<file path="config.mk">
export PLATFORM = sky130hd
export DESIGN_NAME = debug_wire_ack_handshake
export DESIGN_NICKNAME = d
export VERILOG_FILES = /design/src/inc/debug_wire_pkg.sv /design/src/pin_sync.sv /design/src/debug_wire_ack_handshake.sv
export SDC_FILE = /design/constraint.sdc
export NUM_CORES = 1
export LEC_CHECK = 0
export ABC_AREA = 1
export BUFFER_PORTS_ARGS = -buffer_cell sky130_fd_sc_hd__buf_4
export CAP_MARGIN = 20
export CORE_ASPECT_RATIO = 1.25
export CORE_MARGIN = 4
export CORE_UTILIZATION = 40
export DETAILED_ROUTE_END_ITERATION = 10
export HOLD_SLACK_MARGIN = 0.03
export PLACE_DENSITY = 0.73
export SYNTH_ARGS = -nofsm -noshare
export SYNTH_HDL_FRONTEND = slang
export SYNTH_SLANG_ARGS = --single-unit
</file>
<file path="constraint.sdc">
create_clock -name clock -period 2.4 [get_ports clock]
set_input_delay 0.24 -clock clock [delete_from_list [all_inputs] [get_ports clock]]
set_output_delay 0.24 -clock clock [all_outputs]
set_load 0.01 [all_outputs]
</file>
<file path="src/inc/debug_wire_pkg.sv">
package debug_wire_pkg;

    // ------------------------------------------------------------
    // Counts of target clock cycles
    // ------------------------------------------------------------
    localparam int CNT_W = 6;
    localparam logic [CNT_W-1:0] ACK_LOW_CYCLES = 6'h10;
    localparam logic [CNT_W-1:0] STEAL_AFTER_CYCLES = 6'h08;
    localparam logic [CNT_W-1:0] CNT_RESET = 6'h00;

    // ------------------------------------------------------------
    // Reset values
    // ------------------------------------------------------------
    localparam logic [15:0] WORD_RESET = 16'h0000;
    localparam logic [2:0] SYNC_RESET = 3'h7;
    localparam logic [1:0] RST_SYNC_RESET = 2'h0;

    // ------------------------------------------------------------
    // Types
    // ------------------------------------------------------------
    typedef enum logic [2:0] {
        ST_IDLE = 3'b000,
        ST_BUS = 3'b001,
        ST_WAIT_PIN = 3'b010,
        ST_ACK_LOW = 3'b011,
        ST_BLOCKED = 3'b100
    } ack_state_t;

    typedef struct packed {
        logic [7:0] opcode;
        logic [15:0] addr;
        logic [15:0] wdata;
        logic is_read;
        logic is_write;
        logic needs_cpu;
    } cmd_t;

    typedef struct packed {
        logic req;
        logic steal;
        logic we;
        logic [15:0] addr;
        logic [15:0] wdata;
    } bus_req_t;

    typedef struct packed {
        ack_state_t state;
        logic [CNT_W-1:0] count;
        cmd_t cmd;
        logic [15:0] word;
        logic rdata_valid;
    } ack_regs_t;

endpackage

</file>
<file path="src/pin_sync.sv">
`timescale 1ns/1ps
module pin_sync
(
    input wire logic clock,
    input wire logic rst_n,
    input wire logic pin_in,
    output logic late_a,
    output logic late_b
);

    logic [2:0] stage;

    always_ff @(posedge clock or negedge rst_n)
    begin
        if (!rst_n)
        begin
            stage <= debug_wire_pkg::SYNC_RESET;
        end
        else
        begin
            stage <= {stage[1:0], pin_in};
        end
    end

    assign late_a = stage[1];
    assign late_b = stage[2];

endmodule

</file>
<file path="src/debug_wire_ack_handshake.sv">
`timescale 1ns/1ps
module debug_wire_ack_handshake
(
    input wire logic clock,
    input wire logic rst_n,
    input wire logic cmd_valid,
    input debug_wire_pkg::cmd_t cmd,
    output logic cmd_ready,
    input wire logic host_abort,
    input wire logic cpu_wait_stop,
    output debug_wire_pkg::bus_req_t bus,
    input wire logic bus_grant,
    input wire logic [15:0] bus_rdata,
    output logic [15:0] rdata_word,
    output logic rdata_valid,
    output logic ack_busy,
    input wire logic debug_wire_pin_in,
    output logic debug_wire_pin_out,
    output logic debug_wire_pin_oe
);

    // ------------------------------------------------------------
    // Reset release
    // ------------------------------------------------------------
    logic [1:0] rst_sync;
    logic rst_n_int;

    always_ff @(posedge clock or negedge rst_n)
    begin
        if (!rst_n)
        begin
            rst_sync <= debug_wire_pkg::RST_SYNC_RESET;
        end
        else
        begin
            rst_sync <= {rst_sync[0], 1'b1};
        end
    end

    assign rst_n_int = rst_sync[1];

    // ------------------------------------------------------------
    // Pin sampling
    // ------------------------------------------------------------
    logic pin_a;
    logic pin_b;
    logic pin_idle_high;

    pin_sync u_pin_sync
    (
        .clock(clock),
        .rst_n(rst_n_int),
        .pin_in(debug_wire_pin_in),
        .late_a(pin_a),
        .late_b(pin_b)
    );

    // Pin counts as high only once both late stages agree
    assign pin_idle_high = pin_a & pin_b;

    // ------------------------------------------------------------
    // Command decode
    // ------------------------------------------------------------
    logic cmd_take;
    debug_wire_pkg::ack_state_t take_state;

    assign cmd_take = cmd_valid & cmd_ready;

    // Wait or stop only counts at the edge that takes the command
    always_comb
    begin
        if (cmd.needs_cpu && cpu_wait_stop)
        begin
            take_state = debug_wire_pkg::ST_BLOCKED;
        end
        else if (cmd.is_read || cmd.is_write)
        begin
            take_state = debug_wire_pkg::ST_BUS;
        end
        else
        begin
            take_state = debug_wire_pkg::ST_WAIT_PIN;
        end
    end

    // ------------------------------------------------------------
    // State
    // ------------------------------------------------------------
    debug_wire_pkg::ack_regs_t cur;
    debug_wire_pkg::ack_regs_t next_cur;

    always_comb
    begin
        next_cur = cur;
        next_cur.rdata_valid = 1'b0;
        case (cur.state)
            debug_wire_pkg::ST_IDLE:
            begin
                next_cur.count = debug_wire_pkg::CNT_RESET;
                // Opcode and address arrive already decoded
                if (cmd_take)
                begin
                    next_cur.cmd = cmd;
                    next_cur.state = take_state;
                end
            end
            debug_wire_pkg::ST_BUS:
            begin
                // Wait count saturates where stealing starts
                if (cur.count != debug_wire_pkg::STEAL_AFTER_CYCLES)
                begin
                    next_cur.count = cur.count + 6'h01;
                end
                if (bus_grant)
                begin
                    if (cur.cmd.is_read)
                    begin
                        next_cur.word = bus_rdata;
                    end
                    next_cur.state = debug_wire_pkg::ST_WAIT_PIN;
                end
            end
            debug_wire_pkg::ST_WAIT_PIN:
            begin
                // Never start the edge while the host still holds the line low
                next_cur.count = debug_wire_pkg::CNT_RESET;
                if (pin_idle_high)
                begin
                    next_cur.state = debug_wire_pkg::ST_ACK_LOW;
                    next_cur.rdata_valid = cur.cmd.is_read;
                end
            end
            debug_wire_pkg::ST_ACK_LOW:
            begin
                // Hold low for the full pulse length, then let go
                next_cur.count = cur.count + 6'h01;
                if (cur.count == debug_wire_pkg::ACK_LOW_CYCLES - 6'h01)
                begin
                    next_cur.state = debug_wire_pkg::ST_IDLE;
                end
            end
            debug_wire_pkg::ST_BLOCKED:
            begin
                // Stays here with no time limit
                next_cur.state = debug_wire_pkg::ST_BLOCKED;
            end
            default:
            begin
                next_cur.state = debug_wire_pkg::ST_IDLE;
            end
        endcase
        // Abort frees any pending command
        if (host_abort && cur.state != debug_wire_pkg::ST_IDLE)
        begin
            next_cur.state = debug_wire_pkg::ST_IDLE;
            next_cur.count = debug_wire_pkg::CNT_RESET;
            next_cur.rdata_valid = 1'b0;
        end
    end

    always_ff @(posedge clock or negedge rst_n_int)
    begin
        if (!rst_n_int)
        begin
            cur.state <= debug_wire_pkg::ST_IDLE;
            cur.count <= debug_wire_pkg::CNT_RESET;
            cur.cmd <= '0;
            cur.word <= debug_wire_pkg::WORD_RESET;
            cur.rdata_valid <= 1'b0;
        end
        else
        begin
            cur <= next_cur;
        end
    end

    // ------------------------------------------------------------
    // Handshake outputs
    // ------------------------------------------------------------
    // New commands only accepted when nothing is pending
    assign cmd_ready = (cur.state == debug_wire_pkg::ST_IDLE);
    assign ack_busy = (cur.state != debug_wire_pkg::ST_IDLE);

    // ------------------------------------------------------------
    // Bus request
    // ------------------------------------------------------------
    // Word address; the host picks its byte from the returned word
    always_comb
    begin
        bus.req = (cur.state == debug_wire_pkg::ST_BUS);
        bus.steal = bus.req && (cur.count == debug_wire_pkg::STEAL_AFTER_CYCLES);
        bus.we = cur.cmd.is_write;
        bus.addr = {cur.cmd.addr[15:1], 1'b0};
        bus.wdata = cur.cmd.wdata;
    end

    // ------------------------------------------------------------
    // Read data return
    // ------------------------------------------------------------
    assign rdata_word = cur.word;
    assign rdata_valid = cur.rdata_valid;

    // ------------------------------------------------------------
    // Debug pin drive
    // ------------------------------------------------------------
    // Only ever drives low; the high level comes from the pull-up
    assign debug_wire_pin_out = 1'b0;
    assign debug_wire_pin_oe = (cur.state == debug_wire_pkg::ST_ACK_LOW);

endmodule

</file>
# Word level (Yosys, flattened, before mapping)
# Index checks and enable logic that the tools add are counted.
# classes
mux	13
bitwise_logic	2
add_sub_neg	1
eq_ne	12
reduce_logical	12
# op_table
cell	count
$pmux 6 s3	1
$mux 3	5
$pmux 3 s5	1
$eq 6x4->1 const B	2
$ne 3x1->1 const B	4
$mux 9	1
$add 6x1->6 const B	1
$eq 3x2->1 const B	2
$mux 6	1
$ne 6x4->1 const B	1
$reduce_and 2->1	2
$reduce_and 4->1	1
$reduce_bool 4->1	1
$eq 3x1->1 const B	1
$eq 3x3->1 const B	1
$logic_and 1x1->1	3
$logic_not 3->1	1
$mux 1	3
$ne 3x3->1 const B	1
$reduce_and 3->1	1
$reduce_bool 3->1	1
$and 1x1->1	2
$mux 2	1
$reduce_or 2->1	1
$logic_or 1x1->1	1
# totals
input_bits	66
ff_bits	65

# Longest topological paths before layout
# depth
depth_word	6
depth_mapped	9
ltp_nobuf	9

# Hierarchy
# A second synthesis with hierarchy kept.
# unflattened
cells_unflattened	382
hier_area_um2	3329.4
# by_module_without_submodules
module	area_per_inst_um2	cells_each	instances	seq_area_each_um2
debug_wire_ack_handshake	3250.6	379	1	1526.5
pin_sync	78.8	3	1	78.8

# Least setup slack after synthesis
# OpenSTA, ideal clock, no wires.
# synth_timing
path_type	register to register
startpoint	register cur[66] (netlist name)
endpoint	register cur[19] (netlist name)
arrival_ns	1.180
setup_slack_ns	1.103
period_less_slack_ns	1.297
path_stages_with_launch	8
path_buffers	1
cell_sequence	dfrtp_1 nor2_2 nand2_2 inv_2 nand2_4 buf_6 nand2_1 nand2_1
# synth_between
elab_chain_len	3
# synth_rtl
item	line	rtl
start, declared	debug_wire_ack_handshake.sv:89	debug_wire_pkg::ack_regs_t cur;
start signal, assigned	debug_wire_ack_handshake.sv:173	cur <= next_cur;
$logic_not 3->1 *	debug_wire_ack_handshake.sv:96, debug_wire_ack_handshake.sv:181	
$and 1x1->1	debug_wire_ack_handshake.sv:67	assign cmd_take = cmd_valid & cmd_ready;
$reduce_and 2->1 (no source line) *	n/a	
# Mark *: on every way between the ends. The rest lies on a longest branch, timed or not.
# A chain may end at the register's enable or synchronous reset.

# Final worst setup path
# layout_timing
startpoint	register cur[68] (netlist name)
endpoint	output cmd_ready
# layout_between
elab_chain_len	1
# layout_rtl
item	line	rtl
$logic_not 3->1	debug_wire_ack_handshake.sv:181	assign cmd_ready = (cur.state == debug_wire_pkg::ST_IDLE);
end, declared	debug_wire_ack_handshake.sv:8	output logic cmd_ready,
# Every way passes these cells.

==> results.cfg <==
[outcome]
outcome = complete, no violations

[synthesis]
synth_sequential_area_ratio_pct = 50.63
syn_inst = 375
synth_simple_gate_area_share_pct = 24.78
post_synth_fa_ha_maj_area_fraction_pct = 0.7893
most_frequent_cells_after_synthesis = 104 x sky130_fd_sc_hd__nand2_1, 61 x sky130_fd_sc_hd__dfrtp_1, 53 x sky130_fd_sc_hd__buf_4
synth_warnings = 0
synth_top_cell_by_area = sky130_fd_sc_hd__dfrtp_1
synth.most_common_cell = sky130_fd_sc_hd__nand2_1
post_synth.cell_area_avg_um2 = 8.455
yosys-mux-area-fraction_pct = 0
synth_seq_cells = 64
synth.cell_area_um2 = 3171
dominantRegCellSynth = sky130_fd_sc_hd__dfrtp_1
synthTopCellsByArea = sky130_fd_sc_hd__dfrtp_1 48%, sky130_fd_sc_hd__buf_4 13%, sky130_fd_sc_hd__nand2_1 12%
ys_async_sr_fraction_pct = 100.0
post_synthesis_compound_gate_area_fraction_pct = 3.946
synth.top_cell.area_share_pct = 48.15
synthDistinctLibCells = 27
area_share_of_xor_xnor_cells_in_the_synthesized_design_pct = 0.5525
synth-edff-count = 0
synth_top_family_by_area = simple AND/OR/NAND/NOR gates

[power]
power.share.combinational_pct = 40.9
sw_frac_of_total_pct = 37.57
p_per_area_nw_per_um2 = 1158
seq_power_share_pct = 39.0
p_leak_nw = 2.187
pwr-share-clk_pct = 20.1
totalPowerFinal_mw = 4.516
power.switching_mw = 1.697
p_int_mw = 2.820
max-vdd-ir-drop_v = 0.0005110

[finish]
layout-area-overhead-vs-synth_pct = 23.01
drive_gt1_share_pct = 32.28
stdcell_count = 538
antenna_cells = 0
num-nets-final = 506
post-route-util_pct = 50.34

[floorplanning]
design.core.area_um2 = 7747
fp.dieW_um = 87.63
initial_utilization_pct = 40.92
num_io_pins = 122
die_h_um = 107.5
dieArea_um2 = 9424
rows = 36

[hold_path]
min-delay-path-class = primary input to register

[clocking]
cts-root-to-sink-buffers = 2
cts-htree-levels = 3
ctsRootBufferMaster = sky130_fd_sc_hd__clkbuf_8
numCtsBuffers = 9
cts_tree = built
ctsResizeCount = 0
clk_pin_slew_ns = 0.07
clock-sinks = 64
clock_latency_ns = 0.35

[sta]
finalCritPeriodShare_pct = 73.39
clock.fmax_ghz = 0.5677
number_of_failing_setup_endpoints_in_the_final_timing_report = 0
transition_time_of_the_tightest_slew_check_pin_ns = 0.5678
grt_setup_unrepaired = no
final_max_slew_viol_count = 0
relative_slew_slack_pct = 62.10
fin_tns_setup_ns = 0
final_hold_fails = 0
fin_worst_skew_ns = 0.009968
final_critical_path_required_period_ns = 1.761

[placement]
placedCellCount = 520
number_of_buffers_added_on_ports = 110
gp_congestion = 0.7622
detailedPlacementHpwl_um = 4879

[detailed_routing]
drt.antenna.violating_nets = 0
routed_via_count = 2468
drt-initial-drc-count = 140
detailedRoute.firstPassIterationCount = 5
postRouteWirelength_um = 6673
number_of_design_rule_violations_left_after_detail_routing = 0
detail_route.wl_per_cell_um = 12.40
viasPerCell = 4.587

[worst_setup_path]
req_time_crit_path_ns = 2.16
startpoint_type_of_the_worst_setup_path = register
worstPathArrival_ns = 1.52
critical_path.endpoint_type = primary output
critPathMaxFanout = 12
regToRegSetupSlack_ns = 0.76
path_class = register to primary output

[global_route]
grt_pass1_vias = 2447
grt_max_degree = 47
number_of_antenna_violations_at_the_first_check_in_global_routing = 0
grt_first_pass_wirelength_um = 11050
grt_remaining_overflow = 0
global_route.usage.total_pct = 15.01

[run]
max_cap_viol_count = 0
critical path, stage by stage (launching register included):
cell and delay, ns:
sky130_fd_sc_hd__dfrtp_1 0.44, sky130_fd_sc_hd__inv_1 0.22, sky130_fd_sc_hd__nand2_2 0.13, sky130_fd_sc_hd__inv_2 0.21
sky130_fd_sc_hd__buf_4 0.17
per-layer routing:
metal  GRT usage [%]  up-vias  share of wire (%)
li1                -     1244                  -
met1           17.18     1134                 38
met2           24.84       77                 51
met3           5.590       13                7.9
met4           6.360        0                2.1
met5               0        -                  0
registers in the layout, summed over array words and instances (netlist names):
register	flops
bus	32
cur	10
rdata_valid	1
rdata_word	16
rst_sync	2
u_pin_sync.stage	3
cells in the final DEF, fill, tap and decap left out:
master	instances
sky130_fd_sc_hd__buf_4	111
sky130_fd_sc_hd__nand2_1	104
sky130_fd_sc_hd__dfrtp_1	60
sky130_fd_sc_hd__nand3_1	52
sky130_fd_sc_hd__inv_1	36
sky130_fd_sc_hd__o21ai_1	18
sky130_fd_sc_hd__nor2_1	13
sky130_fd_sc_hd__clkbuf_8	9
sky130_fd_sc_hd__nand2_2	4
sky130_fd_sc_hd__o21ai_0	3
sky130_fd_sc_hd__conb_1	3
sky130_fd_sc_hd__clkinv_2	3
sky130_fd_sc_hd__dfstp_2	3
sky130_fd_sc_hd__inv_2	2
sky130_fd_sc_hd__nand4_1	2
sky130_fd_sc_hd__ha_1	2
sky130_fd_sc_hd__dlygate4sd3_1	2
sky130_fd_sc_hd__nor2_2	1
sky130_fd_sc_hd__nor3_4	1
sky130_fd_sc_hd__nand3_2	1
sky130_fd_sc_hd__xnor2_1	1
sky130_fd_sc_hd__nor3_1	1
sky130_fd_sc_hd__a21oi_1	1
sky130_fd_sc_hd__o22ai_1	1
sky130_fd_sc_hd__xor2_1	1
sky130_fd_sc_hd__nand2_4	1
sky130_fd_sc_hd__o21ai_2	1
sky130_fd_sc_hd__clkinv_4	1
sky130_fd_sc_hd__clkinvlp_4	1
sky130_fd_sc_hd__inv_6	1
sky130_fd_sc_hd__bufinv_16	1
sky130_fd_sc_hd__buf_12	1
sky130_fd_sc_hd__dfrtp_2	1
kinds of logic (layout without fill, tap and decap cells):
| kind of cell | Yosys count | after routing |
|---|---|---|
| AND/OR/NAND/NOR | 180 | 180 |
| buffers and inverters | 101 | 168 |
| flip-flops | 64 | 64 |
| AO/OA/AOI/OAI | 24 | 24 |
| adder cells (fa/ha/maj) | 2 | 2 |
| other | 2 | 3 |
| XOR/XNOR | 2 | 2 |
stage by stage:
| step | setup WS [ns] | area, µm² | hold WS, ns |
|---|---|---|---|
| floorplan | 0.4913 | 3174 | -0.05559 |
| global placement | 0.8054 | 3686 | 0.02288 |
| detailed placement | 0.7486 | 3686 | 0.02305 |
| finish | 0.6386 | 3900 | 0.1213 |
| global route | 0.5367 | 3900 | 0.1167 |
| CTS | 0.6273 | 3900 | 0.1068 |
path summary, 6_finish.rpt:
kind / startpoint / endpoint / depth (start not counted)
setup / recovery: cur[68]$_DFFE_PN0P_ / cmd_ready / 4
hold / removal: cmd[5] / bus[2]$_DFFE_PN0P_ / 3
setup reg to reg: cur[66]$_DFFE_PN0P_ / rdata_word[11]$_DFFE_PN0P_ / 5
hold reg to reg: rst_sync[1]$_DFF_PN0_ / rdata_word[5]$_DFFE_PN0P_ / 0
max in group asynchronous: rst_sync[1]$_DFF_PN0_ / u_pin_sync.stage[1]$_DFF_PN1_ / 1
min in group asynchronous: rst_sync[1]$_DFF_PN0_ / rdata_word[5]$_DFFE_PN0P_ / 0
power groups by stage:
stage                     Sequential [mW]  Combinational, mW  Clock (mW)
final                                1.76               1.85       0.907
after global routing                 1.82               2.07       0.986
after CTS                            1.76               1.89       0.941
after detailed placement             1.77               1.89           0
after global placement               1.77               1.84           0
after floorplan                      1.72               1.57           0
final cells by class:
| type | count | area, µm² |
|---|---|---|
| Tap cell | 95 | 118.9 |
| Multi-Input combinational cell | 211 | 964.7 |
| Fill cell | 769 | 3847 |
| Clock buffer | 9 | 123.9 |
| Inverter | 38 | 142.6 |
| Timing Repair Buffer | 114 | 873.3 |
| Sequential cell | 64 | 1607 |
| Clock inverter | 7 | 70.07 |
repair_timing:
| item | in CTS | in global routing |
|---|---|---|
| hold endpoints to repair | 3 | 0 |
| hold buffers | 2 | 0 |
| buffers inserted | 0 | 0 |
Note: power is estimated with default switching activity, not from simulation.
